### src/verilog/svm_pkg.sv
// package for the supply voltage monitor: offsets, fields, timing, types
package svm_pkg;
  // register index as printed; each register takes one aligned word at four times it
  localparam logic [31:0] SVM_CTRL_STATUS_IDX = 32'h0000_ff12;
  localparam logic [31:0] SVM_CTRL_STATUS_ADDR = {SVM_CTRL_STATUS_IDX[29:0], 2'b00};
  localparam int SVM_AUTO_BIT = 5;
  localparam int SVM_CONT_BIT = 4;
  localparam int SVM_LEVEL_LSB = 0;
  localparam int SVM_LEVEL_W = 4;
  localparam int SVM_CLK_HZ = 100000000;
  localparam int SVM_TICK_HZ = 2048;
  localparam int SVM_TICK_DIV = SVM_CLK_HZ / SVM_TICK_HZ;
  localparam int SVM_SAMPLE_TICKS = 16;
  localparam int SVM_AUTO_PERIOD_S = 4;
  localparam int SVM_AUTO_TICKS = SVM_AUTO_PERIOD_S * SVM_TICK_HZ;
  localparam logic [7:0] SVM_CTRL_RESET = 8'h00;
  localparam logic [31:0] SVM_UNMAPPED_DATA = 32'h0000_0000;

  typedef enum logic [2:0] {
    SVM_OFF   = 3'b001,
    SVM_RUN   = 3'b010,
    SVM_WAIT  = 3'b100
  } svm_state_t;

  typedef struct packed {
    logic        auto_sample_ctrl;
    logic        continuous_sample_ctrl;
  } svm_ctrl_t;
endpackage

### src/verilog/svm_supply_voltage_monitor.sv
// supply voltage monitor sampling control with an apb register slave
`timescale 1ns/1ps
// Notes on behaviour
// - continuous bit set: sample repeatedly, one full sampling each 7.8 ms
// - each sampling starts on a 2048 Hz tick and lasts 16 ticks
// - continuous samples follow back to back; result latched after each
// - clearing continuous finishes current sampling; bit reads one until off
// - continuous zero, auto one: one sampling every 4 s
// - auto sampling takes 7.8 ms; result changes once per 4 s
// - clearing auto mid-sampling still completes that sampling
// - in auto mode continuous bit reads one only while sampling
// - continuous bit reads busy status
// - after reset hardware samples once; busy reads one until done
// - level field has no reset value; first sampling sets it
// - level is plain 4-bit binary, held until next sampling
// - both control bits clear at reset and sleep entry
// - sleep during sampling delays oscillator stop until done, bits cleared
// - auto bit reads back last written or cleared value
// - byte layout: auto D5, continuous D4, level D3..D0
// - continuous one overrides auto; both zero keeps circuit off
module svm_supply_voltage_monitor
  import svm_pkg::*;
#(
  parameter int TICK_DIV = SVM_TICK_DIV,
  parameter int AUTO_TICKS = SVM_AUTO_TICKS
) (
  input  wire logic        mclk_i,
  input  wire logic        rst_i,
  input  wire logic        psel_i,
  input  wire logic        penable_i,
  input  wire logic        pwrite_i,
  input  wire logic [31:0] paddr_i,
  input  wire logic [31:0] pwdata_i,
  input  wire logic [3:0]  pstrb_i,
  output logic      [31:0] prdata_o,
  output logic             pready_o,
  output logic             pslverr_o,
  input  wire logic        sleep_instruction_i,
  input  wire logic [3:0]  converter_result_i,
  output logic             converter_on_o,
  output logic             osc_stop_ok_o,
  output logic             tick_o
);
  // synchronisers for the analog result and sleep request
  logic [3:0] res_s1_reg, res_s2_reg;
  logic       slp_s1_reg, slp_s2_reg, slp_d_reg;
  always_ff @(posedge mclk_i or posedge rst_i) begin
    if (rst_i) begin
      res_s1_reg <= 4'h0;
      res_s2_reg <= 4'h0;
      slp_s1_reg <= 1'b0;
      slp_s2_reg <= 1'b0;
      slp_d_reg  <= 1'b0;
    end else begin
      res_s1_reg <= converter_result_i;
      res_s2_reg <= res_s1_reg;
      slp_s1_reg <= sleep_instruction_i;
      slp_s2_reg <= slp_s1_reg;
      slp_d_reg  <= slp_s2_reg;
    end
  end
  wire sleep_entry = slp_s2_reg & ~slp_d_reg;

  // 2048 Hz tick divider
  logic [31:0] div_reg;
  wire         tick = (div_reg == 32'(TICK_DIV - 1));
  always_ff @(posedge mclk_i or posedge rst_i) begin
    if (rst_i) div_reg <= 32'h0;
    else       div_reg <= tick ? 32'h0 : div_reg + 32'h1;
  end

  // apb decode
  // the status byte sits in the low lane of its own word
  wire sel_ctrl = (paddr_i == SVM_CTRL_STATUS_ADDR);
  wire wr_acc   = psel_i & penable_i & pwrite_i & pready_o;
  wire wr_ctrl  = wr_acc & sel_ctrl & pstrb_i[0];
  wire [7:0] wbyte = pwdata_i[7:0];

  // control bits, state and counters
  svm_ctrl_t  ctrl_reg, ctrl_next;
  svm_state_t state_reg, state_next;
  logic [4:0]  smp_cnt_reg;
  logic [31:0] auto_cnt_reg;
  logic [3:0]  level_reg;
  logic        first_reg;
  wire auto_due  = (auto_cnt_reg == 32'(AUTO_TICKS - 1)) & tick;
  wire smp_done  = (state_reg == SVM_RUN) & tick & (smp_cnt_reg == 5'(SVM_SAMPLE_TICKS - 1));
  wire start_ok  = tick & (ctrl_next.continuous_sample_ctrl |
                           (ctrl_next.auto_sample_ctrl & auto_due));
  wire busy      = (state_reg != SVM_OFF);

  // software writes, hardware clears on sleep entry
  always_comb begin
    ctrl_next = ctrl_reg;
    if (wr_ctrl) begin
      ctrl_next.auto_sample_ctrl       = wbyte[SVM_AUTO_BIT];
      ctrl_next.continuous_sample_ctrl = wbyte[SVM_CONT_BIT];
    end
    if (sleep_entry) ctrl_next = '0;
  end

  // sampling sequencer
  always_comb begin
    state_next = state_reg;
    case (state_reg)
      SVM_OFF:  if (start_ok) state_next = SVM_RUN;
      SVM_RUN:  if (smp_done) state_next = start_ok ? SVM_RUN : SVM_OFF;
      SVM_WAIT: if (tick) state_next = SVM_RUN; // first sampling waits for a tick
      default:  state_next = SVM_OFF;
    endcase
  end

  always_ff @(posedge mclk_i or posedge rst_i) begin
    if (rst_i) begin
      ctrl_reg     <= svm_ctrl_t'(2'b00);
      state_reg    <= SVM_WAIT; // first hardware sampling
      smp_cnt_reg  <= 5'h0;
      auto_cnt_reg <= 32'h0;
      first_reg    <= 1'b1;
    end else begin
      ctrl_reg  <= ctrl_next;
      state_reg <= state_next;
      // counts ticks after the start tick, so a sampling spans exactly 16 ticks
      if (tick && state_reg == SVM_RUN)
        smp_cnt_reg <= smp_done ? 5'h0 : smp_cnt_reg + 5'h1;
      if (smp_done) first_reg <= 1'b0;
      if (!ctrl_reg.auto_sample_ctrl) auto_cnt_reg <= 32'h0;
      else if (tick) auto_cnt_reg <= auto_due ? 32'h0 : auto_cnt_reg + 32'h1;
    end
  end

  // result latch: all bits at once, no reset value
  always_ff @(posedge mclk_i) begin
    if (smp_done) level_reg <= res_s2_reg;
  end

  // continuous bit readback is the busy status
  // a pending continuous request reads busy before its start tick arrives
  wire       cont_rd = busy | ctrl_reg.continuous_sample_ctrl;
  wire [7:0] rbyte = {2'b00, ctrl_reg.auto_sample_ctrl, cont_rd, level_reg};

  // apb answer registers
  wire rd_setup = psel_i & ~penable_i & ~pwrite_i;
  always_ff @(posedge mclk_i or posedge rst_i) begin
    if (rst_i) begin
      prdata_o       <= SVM_UNMAPPED_DATA;
      pready_o       <= 1'b0;
      pslverr_o      <= 1'b0;
      converter_on_o <= 1'b0;
      osc_stop_ok_o  <= 1'b0;
      tick_o         <= 1'b0;
    end else begin
      pready_o  <= psel_i & ~penable_i;
      pslverr_o <= psel_i & ~penable_i & ~sel_ctrl;
      if (rd_setup)
        prdata_o <= sel_ctrl ? {24'h00_0000, rbyte} : SVM_UNMAPPED_DATA;
      converter_on_o <= (state_next != SVM_OFF);
      osc_stop_ok_o  <= slp_s2_reg & (state_next == SVM_OFF);
      tick_o         <= tick;
    end
  end

  // assertions
  property p_busy_off;
    @(posedge mclk_i) disable iff (rst_i)
      (state_reg == SVM_OFF) && !ctrl_reg.continuous_sample_ctrl |-> !rbyte[SVM_CONT_BIT];
  endproperty
  a_busy_off: assert property (p_busy_off) else $error("busy bit high while off");
  property p_busy_read_q;
    @(posedge mclk_i) disable iff (rst_i) busy |-> rbyte[SVM_CONT_BIT];
  endproperty
  a_busy_read: assert property (p_busy_read_q) else $error("busy bit low while busy");
  property p_sleep_clear;
    @(posedge mclk_i) disable iff (rst_i) sleep_entry |=> (ctrl_reg == '0);
  endproperty
  a_sleep_clear: assert property (p_sleep_clear) else $error("sleep did not clear");
  property p_level_hold;
    @(posedge mclk_i) disable iff (rst_i) !$past(smp_done) && !first_reg |-> $stable(level_reg);
  endproperty
  a_level_hold: assert property (p_level_hold) else $error("level changed");
  property p_off_stays;
    @(posedge mclk_i) disable iff (rst_i)
      (state_reg == SVM_OFF) && (ctrl_reg == '0) && !wr_ctrl |=> (state_reg == SVM_OFF);
  endproperty
  a_off_stays: assert property (p_off_stays) else $error("started while off");
  property p_start_tick;
    @(posedge mclk_i) disable iff (rst_i)
      (state_reg == SVM_OFF) && (state_next == SVM_RUN) |-> tick;
  endproperty
  a_start_tick: assert property (p_start_tick) else $error("start not aligned");
  property p_finish;
    @(posedge mclk_i) disable iff (rst_i) busy && tick && smp_cnt_reg < 5'd15 |=> busy;
  endproperty
  a_finish: assert property (p_finish) else $error("sampling cut short");
  property p_cont_run;
    @(posedge mclk_i) disable iff (rst_i)
      smp_done && ctrl_reg.continuous_sample_ctrl && !wr_ctrl && !sleep_entry |=> busy;
  endproperty
  a_cont_run: assert property (p_cont_run) else $error("gap in continuous");
  property p_auto_wr;
    @(posedge mclk_i) disable iff (rst_i)
      wr_ctrl && !sleep_entry |=> ctrl_reg.auto_sample_ctrl == $past(wbyte[SVM_AUTO_BIT]);
  endproperty
  a_auto_wr: assert property (p_auto_wr) else $error("auto bit not stored");
  c_done: cover property (@(posedge mclk_i) disable iff (rst_i) smp_done);
  c_sleep_busy: cover property (@(posedge mclk_i) disable iff (rst_i) sleep_entry && busy);
  c_auto: cover property (@(posedge mclk_i) disable iff (rst_i) auto_due);
  c_back_to_back: cover property (@(posedge mclk_i) disable iff (rst_i)
    smp_done && (state_next == SVM_RUN));

  // first sampling after reset reads busy until it concludes
  property p_first_busy;
    @(posedge mclk_i) disable iff (rst_i) first_reg |-> rbyte[SVM_CONT_BIT];
  endproperty
  a_first_busy: assert property (p_first_busy) else $error("first sampling not busy");

  // the oscillator stop stays held while the circuit still runs
  property p_stop_wait;
    @(posedge mclk_i) disable iff (rst_i) (state_next != SVM_OFF) |=> !osc_stop_ok_o;
  endproperty
  a_stop_wait: assert property (p_stop_wait) else $error("stop allowed while busy");

  // all four level bits take the synchronised result together
  property p_level_load;
    @(posedge mclk_i) disable iff (rst_i) smp_done |=> (level_reg == $past(res_s2_reg));
  endproperty
  a_level_load: assert property (p_level_load) else $error("level not loaded");

  // read data carries the status byte in the low lane, upper bits zero
  property p_read_layout;
    @(posedge mclk_i) disable iff (rst_i)
      rd_setup && sel_ctrl |=> (prdata_o == {24'h00_0000, $past(rbyte)});
  endproperty
  a_read_layout: assert property (p_read_layout) else $error("read data misplaced");

  // a pending continuous request starts on the next tick
  property p_cont_start;
    @(posedge mclk_i) disable iff (rst_i)
      (state_reg == SVM_OFF) && ctrl_reg.continuous_sample_ctrl && tick
      && !wr_ctrl && !sleep_entry |=> busy;
  endproperty
  a_cont_start: assert property (p_cont_start) else $error("continuous did not start");

  // between auto samplings the continuous bit reads zero
  property p_auto_idle;
    @(posedge mclk_i) disable iff (rst_i)
      !busy && !ctrl_reg.continuous_sample_ctrl |-> !rbyte[SVM_CONT_BIT];
  endproperty
  a_auto_idle: assert property (p_auto_idle) else $error("busy read between samplings");

  // every setup cycle gets its answer in the access cycle
  property p_ready;
    @(posedge mclk_i) disable iff (rst_i) psel_i && !penable_i |=> pready_o;
  endproperty
  a_ready: assert property (p_ready) else $error("no ready in access cycle");

  // unmapped addresses answer with an error
  property p_unmapped;
    @(posedge mclk_i) disable iff (rst_i) psel_i && !penable_i && !sel_ctrl |=> pslverr_o;
  endproperty
  a_unmapped: assert property (p_unmapped) else $error("no error for unmapped address");
endmodule

### config.mk
export PLATFORM = sky130hd
export DESIGN_NAME = svm_supply_voltage_monitor
export DESIGN_NICKNAME = d
export VERILOG_FILES = /design/src/verilog/svm_pkg.sv /design/src/verilog/svm_supply_voltage_monitor.sv
export SDC_FILE = /design/constraint.sdc
export NUM_CORES = 1
export LEC_CHECK = 0
export ABC_CLOCK_PERIOD_IN_PS = 3180
export BUFFER_PORTS_ARGS = -buffer_cell sky130_fd_sc_hd__buf_2
export CORE_ASPECT_RATIO = 0.6
export CORE_MARGIN = 8
export CORE_UTILIZATION = 30
export CTS_CLUSTER_SIZE = 28
export DETAILED_ROUTE_END_ITERATION = 16
export PLACE_DENSITY = 0.62
export SYNTH_ARGS = -nofsm -noshare
export SYNTH_HDL_FRONTEND = slang
export SYNTH_SLANG_ARGS = --single-unit
### constraint.sdc
create_clock -name mclk_i -period 3.18 [get_ports mclk_i]
set_input_delay 0.636 -clock mclk_i [delete_from_list [all_inputs] [get_ports mclk_i]]
set_output_delay 0.636 -clock mclk_i [all_outputs]
set_load 0.05 [all_outputs]
== Yosys cells after proc, flatten, opt, wreduce, memory -nomap -nowiden ==
Cells that the tools add are included.

* Register bits: 126
* Output and inout bits: 37
* Input port bits: 78

* Reduce and logical (&&, ||, !) cells: 1
* Bitwise logic cells: 21
* Muxes and demuxes: 13
* Equal/unequal tests: 11
* Add/subtract/negate cells: 3

{| class="wikitable"
|+ Operators with widths
! operator !! count
|-
| $mux 32 || 4
|-
| $add 32x1->32 const B || 2
|-
| $eq 32x13->1 const B || 1
|-
| $eq 32x16->1 const B || 1
|-
| $eq 32x18->1 const B || 1
|-
| $and 1x1->1 || 15
|-
| $mux 3 || 3
|-
| $pmux 3 s3 || 1
|-
| $eq 3x1->1 const B || 2
|-
| $mux 2 || 3
|-
| $mux 6 || 1
|-
| $ne 3x1->1 const B || 2
|-
| $add 5x1->5 const B || 1
|-
| $eq 5x4->1 const B || 1
|-
| $mux 5 || 1
|-
| $not 1->1 || 4
|-
| $eq 3x2->1 const B || 1
|-
| $eq 3x3->1 const B || 1
|-
| $ne 2x2->1 const B || 1
|-
| $or 1x1->1 || 2
|-
| $logic_and 1x1->1 || 1
|}

== Logic depth before layout (Yosys ltp) ==
Gate-level depths: netlist of run 1.

* Depth after elaboration: 15
* Depth in mapped cells: 9
* Mapped depth without buffers: 8

== Least setup slack after synthesis of run 1 ==
Ideal clock, no wire load.

* Path kind: input to register
* Start point: in paddr_i[5]
* End point: reg osc_stop_ok_o
* Setup slack: 0.857 ns
* Path buffers: 0
* Arrival time: 2.203 ns
* Stages: 7
* Required time: 3.060 ns
* Cell sequence: nor4b_1 -> nand4_1 -> nor4_1 -> mux2i_1 -> a21o_1 -> o21ai_1 -> and3_1

{| class="wikitable"
|+ RTL lines
! item !! line !! text
|-
| start: declaration || svm_supply_voltage_monitor.sv:32 || <nowiki>input wire logic [31:0] paddr_i,</nowiki>
|-
| end signal: assignment || svm_supply_voltage_monitor.sv:158 || <nowiki>osc_stop_ok_o <= slp_s2_reg & (state_next == SVM_OFF);</nowiki>
|-
| end: declaration || svm_supply_voltage_monitor.sv:41 || <nowiki>output logic osc_stop_ok_o,</nowiki>
|}

== Worst setup path after layout of run 1 ==
* Start point: reg div_reg[2]
* End point: reg auto_cnt_reg[21]

* Longest elaborated chain between the ends: 5

{| class="wikitable"
|+ RTL lines
! item !! line !! text
|-
| start: declaration || svm_supply_voltage_monitor.sv:65 || <nowiki>logic [31:0] div_reg;</nowiki>
|-
| start signal: assignment || svm_supply_voltage_monitor.sv:69 || <nowiki>else div_reg <= tick ? 32'h0 : div_reg + 32'h1;</nowiki>
|-
| $eq 32x16->1 (*) || svm_supply_voltage_monitor.sv:66 || <nowiki>wire tick = (div_reg == 32'(TICK_DIV - 1));</nowiki>
|-
| $and 1x1->1 || svm_supply_voltage_monitor.sv:86 || <nowiki>wire auto_due = (auto_cnt_reg == 32'(AUTO_TICKS - 1)) & tick;</nowiki>
|-
| $mux 32 (2 in a row) || svm_supply_voltage_monitor.sv:128 || <nowiki>else if (tick) auto_cnt_reg <= auto_due ? 32'h0 : auto_cnt_reg + 32'h1;</nowiki>
|-
| $mux 32 || svm_supply_voltage_monitor.sv:127 || <nowiki>if (!ctrl_reg.auto_sample_ctrl) auto_cnt_reg <= 32'h0;</nowiki>
|-
| end signal: assignment || svm_supply_voltage_monitor.sv:128 ||
|-
| end: declaration || svm_supply_voltage_monitor.sv:83 || <nowiki>logic [31:0] auto_cnt_reg;</nowiki>
|}

Mark *: on every way between the ends. The rest lies on a longest branch, timed or not. The select of a mux whose other input is x is not followed.
A chain may end at the register's enable or synchronous reset.

==> out/metrics.csv, run 1 <==
stage,metric,value,unit
clock_tree,Post-CTS Setup Repair Bufs,0,
timing,final period utilization,90.0,%
setup_path,worst path required time,3.41,ns
placed_design,gpl congestion,0.759,
synth,largest cells by area after synthesis,"dfrtp_1 50%, xor2_1 5.9%, xnor2_1 4.4%",
final_layout,Post-Layout Inst Area,5480,µm²
final_layout,layout cells sized above 1,16.5,%
global_routing,GRT overflow,0,
drt,Via density,4.58,
final_layout,Final Net Count,597,
clock_tree,CTS-repair resized insts,0,
timing,Pins Over Slew Limit,0,
final_layout,"commonest non-fill, non-tap cells in the layout","95 x dfrtp_1, 55 x buf_2, 49 x nand2_1",
timing,min Tclk post-route,2.86,ns
global_routing,vias in the first global route,3543,
clock_tree,worst skew pair latency,0.35,ns
global_routing,largest net degree at the start of global routing,69,
drt,routed via count,3309,
setup_path,CP Class,reg2reg,
job,Max-cap violations,0,
power,combinational share of power,5.5,%
synth,sequential share of the synthesized area,53.4,%
timing,RSZ-0062 raised after global routing,false,
synth,Async SR Flop Fraction,96.0,%
timing,Highest Clock Rate,350,MHz
floorplanning,Die Y,113,µm
worst_hold_path,Hold Crit Class,in2async,
power,Power Density,464,nW/µm²
floorplanning,Row Count,35,
clock_tree,H-tree depth,3,
final_layout,final core utilization,35.7,%
setup_path,Critical Path End Type,register,
clock_tree,TritonCTS clock tree,built,
placed_design,port buffer count,55,
power,clock share of power,43.8,%
timing,# setup viols final,0,
timing,setup tns final,0,ns
synth,"Warnings, synthesis",0,
floorplanning,Die X,178,µm
clock_tree,"Hold-fix buffers, CTS",0,
drt,DRC errors left,0,
power,Pint,1.88,mW
clock_tree,CTS root buffer,clkbuf_16,
setup_path,largest fanout on the critical path,11,
clock_tree,TritonCTS buffer count,9,
final_layout,number of diodes,0,
clock_tree,clock slew at reported path FFs,0.08,ns
timing,final worst slack,0.319,ns
drt,DRT antenna net count,0,
power,Static Leakage,2.51,nW
setup_path,Worst Setup Start Kind,register,
power,Reg power frac,50.7,%
synth,post-synth top area share,50.3,%
synth,Post-Synthesis Cell Area,4730,µm²
final_layout,Area Growth Syn to Fin,16.0,%
synth,cell accounting for the most synthesized area,dfrtp_1,
placed_design,DP HPWL,7590,µm
clock_tree,Num Clock Sinks,100,
timing,Rel. slew slack,56.6,%
timing,clock skew,0.0101,ns
floorplanning,die area,20200,µm²
global_routing,first-pass GRT wire length,17400,µm
floorplanning,number of top-level pins,115,
floorplanning,Initial Utilization,30.8,%
final_layout,"commonest non-fill, non-tap cell in the layout",dfrtp_1,
final_layout,Fillers,1536,
synth,Post-synth EDFFs,4,
synth,Netlist cell types,47,
outcome,status,"complete, no violations",
synth,ys flop type,dfrtp_1,
clock_tree,Longest Clk Path Bufs,2,
synth,post-synthesis register bit count,100,
drt,drt total wl,10200,µm
drt,wire length per cell,14.0,µm
drt,DRT iter0 DRCs,198,
power,Net Sw Frac,26.1,%
timing,Worst Max-Slew Pin Slew,0.652,ns
power,sw power,0.665,mW
power,peak supply drop,0.275,mV
global_routing,initial antenna violation count,0,
global_routing,gr usage total,10.7,%
synth,syn_area_per_cell,10.4,µm²
placed_design,placed inst area,5170,µm²
floorplanning,core area,15400,µm²
placed_design,pre-CTS WS,0.344,ns
drt,Pre-antenna DRT Iters,4,
setup_path,Critical Path AT,3.09,ns
timing,final hold vios,0,
synth,Mapped Cells,455,
==> per-stage QoR <==
step	total power [mW]	hold WS [ns]	std cells
2_1_floorplan	1.44	0.331	480
3_3_place_gp	1.45	0.339	707
3_5_place_dp	1.46	0.336	707
4_1_cts	2.59	0.304	723
5_1_grt	2.65	0.340	723
6_report	2.55	0.294	723
==> cell families (layout without fill, tap and decap cells) <==
logic type	count (synthesis)	count (layout)	synth area share (%)
adders and majority gates	4	4	1.06
AOI/OAI and AO/OA	26	26	4.08
other	1	26	0.0793
xor gates and xnor gates	56	56	10.4
buffers and inverters	43	83	5.50
and+or+nand+nor	221	221	24.7
DFF	100	100	53.4
muxes	4	4	0.873
==> synth_stat cells (3+ instances only) <==
| master | count |
|---|---|
| dfrtp_1 | 95 |
| nand2_1 | 49 |
| nor2_1 | 43 |
| xor2_1 | 32 |
| nand3_1 | 30 |
| buf_4 | 26 |
| xnor2_1 | 24 |
| and3_1 | 19 |
| nand4_1 | 16 |
| nor4_1 | 12 |
| and2_1 | 9 |
| nor2b_1 | 9 |
| a21oi_1 | 7 |
| clkbuf_1 | 7 |
| inv_1 | 7 |
| nor3_1 | 7 |
| o21ai_0 | 6 |
| and4_1 | 5 |
| nor4b_1 | 5 |
| edfxtp_1 | 4 |
| ha_1 | 4 |
| nand2b_1 | 4 |
| a21o_1 | 3 |
| mux2i_1 | 3 |
| or3_1 | 3 |
==> power groups by stage <==
stage          clock network (mW)  registers [mW]  logic (mW)
2_1_floorplan                   0            1.32       0.117
3_3_place_gp                    0            1.31       0.138
3_5_place_dp                    0            1.31       0.142
4_1_cts                      1.15            1.29       0.142
5_1_grt                      1.21            1.29       0.152
6_report                     1.12            1.29       0.140
==> metal layers <==
metal | vias to the layer above | routed length (µm) | share of wire, % | track usage, %
li1 | 1634 | - | - | -
met1 | 1608 | 4940 | 49 | 14.0
met2 | 56 | 4670 | 46 | 16.3
met3 | 11 | 431 | 4.2 | 3.36
met4 | 0 | 114 | 1.1 | 3.65
met5 | - | 0 | 0 | 0
==> final timing paths <==
check / startpoint / endpoint / slack [ns] / cells after the start
setup / recovery: div_reg[2]$_DFF_PP0_ / auto_cnt_reg[21]$_DFFE_PP0P_ / 0.32 / 7
hold / removal: rst_i / auto_cnt_reg[25]$_DFFE_PP0P_ / 0.29 / 2
hold reg to reg: res_s1_reg[3]$_DFF_PP0_ / res_s2_reg[3]$_DFF_PP0_ / 0.35 / 0
max in group asynchronous: rst_i / state_reg[2]$_DFF_PP1_ / 2.13 / 3
setup reg to reg: div_reg[2]$_DFF_PP0_ / auto_cnt_reg[21]$_DFFE_PP0P_ / 0.32 / 7
min in group mclk_i: res_s1_reg[3]$_DFF_PP0_ / res_s2_reg[3]$_DFF_PP0_ / 0.35 / 0
==> critical path: stages (launching register included) <==
cell and delay, ns:
dfrtp_1 0.45, nor4b_2 0.39, nand4_1 0.22, or3_4 0.51
a2111oi_4 0.69, and3_1 0.28, xnor2_1 0.14, nor2_2 0.04
==> cell type report <==
| type | count | area (µm²) | area share (%) |
|---|---|---|---|
| flip-flops and latches | 100 | 2520 | 46.0 |
| repair buffers | 60 | 325 | 5.93 |
| clock inverters | 7 | 88.8 | 1.62 |
| well taps | 203 | 254 | 4.63 |
| inverters | 7 | 27.5 | 0.502 |
| clock buffers | 9 | 225 | 4.11 |
| multi-input cells | 337 | 2040 | 37.2 |
Power figures use the tool's default switching activity.
==> run 2: changes to the inputs <==
--- a/config.mk
+++ b/config.mk
@@ -13,5 +13,5 @@
 export CTS_CLUSTER_SIZE = 28
 export DETAILED_ROUTE_END_ITERATION = 16
-export PLACE_DENSITY = 0.62
+export PLACE_DENSITY = 0.57
 export SYNTH_ARGS = -nofsm -noshare
 export SYNTH_HDL_FRONTEND = slang
==> constraint.sdc (replaced) <==
create_clock -name mclk_i -period 3.18 [get_ports mclk_i]
set_input_delay 0.159 -clock mclk_i [delete_from_list [all_inputs] [get_ports mclk_i]]
set_output_delay 0.159 -clock mclk_i [all_outputs]
set_load 0.05 [all_outputs]
==> run 2 against run 1 <==
Highest routed layer unchanged. Sequential cell count stayed put. Critical endpoint unchanged. Power down 0.47%. Non-clock buffer count grew 7. Sequential share of layout area down 0.49 points. Final area increased by 1.1%. Count of clock-buffer cells in the layout unchanged. Hold slack lost 0.21 ns. Combinational power increased by 4%. Largest cell class unchanged.
==> out/metrics.csv, run 2 (synthesis gave the netlist of run 1 again) <==
stage,metric,value,unit
clock_tree,"Hold-fix buffers, CTS",6,
floorplanning,Initial Utilization,30.8,%
global_routing,initial antenna violation count,0,
outcome,status,"complete, no violations",
power,Power Density,457,nW/µm²
timing,Worst Max-Slew Pin Slew,0.647,ns
drt,DRT iter0 DRCs,213,
floorplanning,number of top-level pins,115,
setup_path,r2r worst-path depth,7,
drt,routed via count,3393,
global_routing,first-pass GRT wire length,16900,µm
setup_path,worst path required time,3.41,ns
setup_path,Critical Path AT,3.00,ns
drt,drt total wl,9940,µm
global_routing,largest net degree at the start of global routing,97,
timing,setup tns final,0,ns
global_routing,gr usage total,10.3,%
placed_design,DP HPWL,7150,µm
final_layout,layout cells sized above 1,16.5,%
timing,Hold WS,0.0866,ns
worst_hold_path,hold path depth,3,
timing,Pins Over Slew Limit,0,
global_routing,vias in the first global route,3376,
worst_hold_path,Hold Crit Class,in2reg,
drt,Pre-antenna DRT Iters,5,
final_layout,Area Growth Syn to Fin,17.2,%
timing,Highest Clock Rate,362,MHz
clock_tree,clock slew at reported path FFs,0.07,ns
floorplanning,Die Y,113,µm
placed_design,gpl congestion,0.722,
final_layout,Final Net Count,604,
power,Static Leakage,2.53,nW
clock_tree,worst skew pair latency,0.35,ns
final_layout,"commonest non-fill, non-tap cells in the layout","95 x dfrtp_1, 55 x buf_2, 49 x nand2_1",
clock_tree,H-tree depth,3,
setup_path,Critical Path End Type,register,
clock_tree,Longest Clk Path Bufs,2,
drt,DRC errors left,0,
clock_tree,CTS root buffer,clkbuf_16,
setup_path,Worst Setup Start Kind,register,
timing,clock skew,0.0104,ns
drt,Via density,4.65,
timing,final worst slack,0.415,ns
timing,# setup viols final,0,
timing,final hold vios,0,
clock_tree,TritonCTS clock tree,built,
setup_path,r2r setup slk,0.42,ns
final_layout,number of diodes,0,
timing,final period utilization,86.9,%
setup_path,largest fanout on the critical path,11,
timing,min Tclk post-route,2.76,ns
power,peak supply drop,0.257,mV
placed_design,pre-CTS WS,0.426,ns
clock_tree,Num Clock Sinks,100,
floorplanning,core area,15400,µm²
floorplanning,Row Count,35,
clock_tree,CTS-repair resized insts,0,
timing,RSZ-0062 raised after global routing,false,
drt,wire length per cell,13.6,µm
clock_tree,TritonCTS buffer count,9,
clock_tree,Post-CTS Setup Repair Bufs,0,
floorplanning,die area,20200,µm²
floorplanning,Die X,178,µm
final_layout,"commonest non-fill, non-tap cell in the layout",dfrtp_1,
timing,Rel. slew slack,56.8,%
job,Max-cap violations,0,
global_routing,GRT overflow,0,
final_layout,Fillers,1555,
placed_design,port buffer count,55,
drt,DRT antenna net count,0,
setup_path,CP Class,reg2reg,
==> run 2: metrics by stage <==
stage | cell area [µm²] | power, mW | instances | utilization, %
6_report | 5540 | 2.53 | 730 | 36.1
5_1_grt | 5540 | 2.64 | 730 | 36.1
4_1_cts | 5540 | 2.57 | 730 | 36.1
3_5_place_dp | 5180 | 1.46 | 708 | 33.7
3_3_place_gp | 5180 | 1.45 | 708 | 33.7
2_1_floorplan | 4820 | 1.44 | 480 | -
==> run 2: area by class of cell <==
class | count | area (µm²) | share of cell area, %
Tap cell | 203 | 254 | 4.58
Timing Repair Buffer | 67 | 393 | 7.09
Sequential cell | 100 | 2520 | 45.5
Clock buffer | 9 | 225 | 4.06
Inverter | 7 | 27.5 | 0.497
Clock inverter | 7 | 80.1 | 1.45
Multi-Input combinational cell | 337 | 2040 | 36.8
==> run 2: report_power, final <==
part / internal [mW] / total (mW) / switching [mW]
registers: 1.29 / 1.29 / 0.00252
logic: 0.0320 / 0.145 / 0.113
clock network: 0.560 / 1.10 / 0.539
total: 1.88 / 2.53 / 0.655
==> run 2: critical path, stage by stage, from the launching register on <==
cell       delay [ns]
dfrtp_1          0.41
nor4b_1          0.39
nand4_1          0.19
or3_4            0.50
a2111oi_4        0.69
and3_1           0.28
xnor2_1          0.14
nor2_2           0.04
==> run 2: worst paths after layout <==
kind	startpoint	to
worst max-delay path	div_reg[18]$_DFF_PP0_	auto_cnt_reg[21]$_DFFE_PP0P_
worst min-delay path	pwdata_i[4]	ctrl_reg[0]$_DFF_PP0_
worst max register to register	div_reg[18]$_DFF_PP0_	auto_cnt_reg[21]$_DFFE_PP0P_
worst min register to register	res_s1_reg[3]$_DFF_PP0_	res_s2_reg[3]$_DFF_PP0_
max in group asynchronous	rst_i	state_reg[2]$_DFF_PP1_
min in group asynchronous	rst_i	auto_cnt_reg[16]$_DFFE_PP0P_
==> run 2: metal layers <==
layer	vias up	global-route usage (%)	share of wire [%]
li1	1649	-	-
met3	4	3.03	4.5
met5	-	0	0
met4	0	2.43	0.26
met2	59	15.3	46
met1	1681	14.3	49
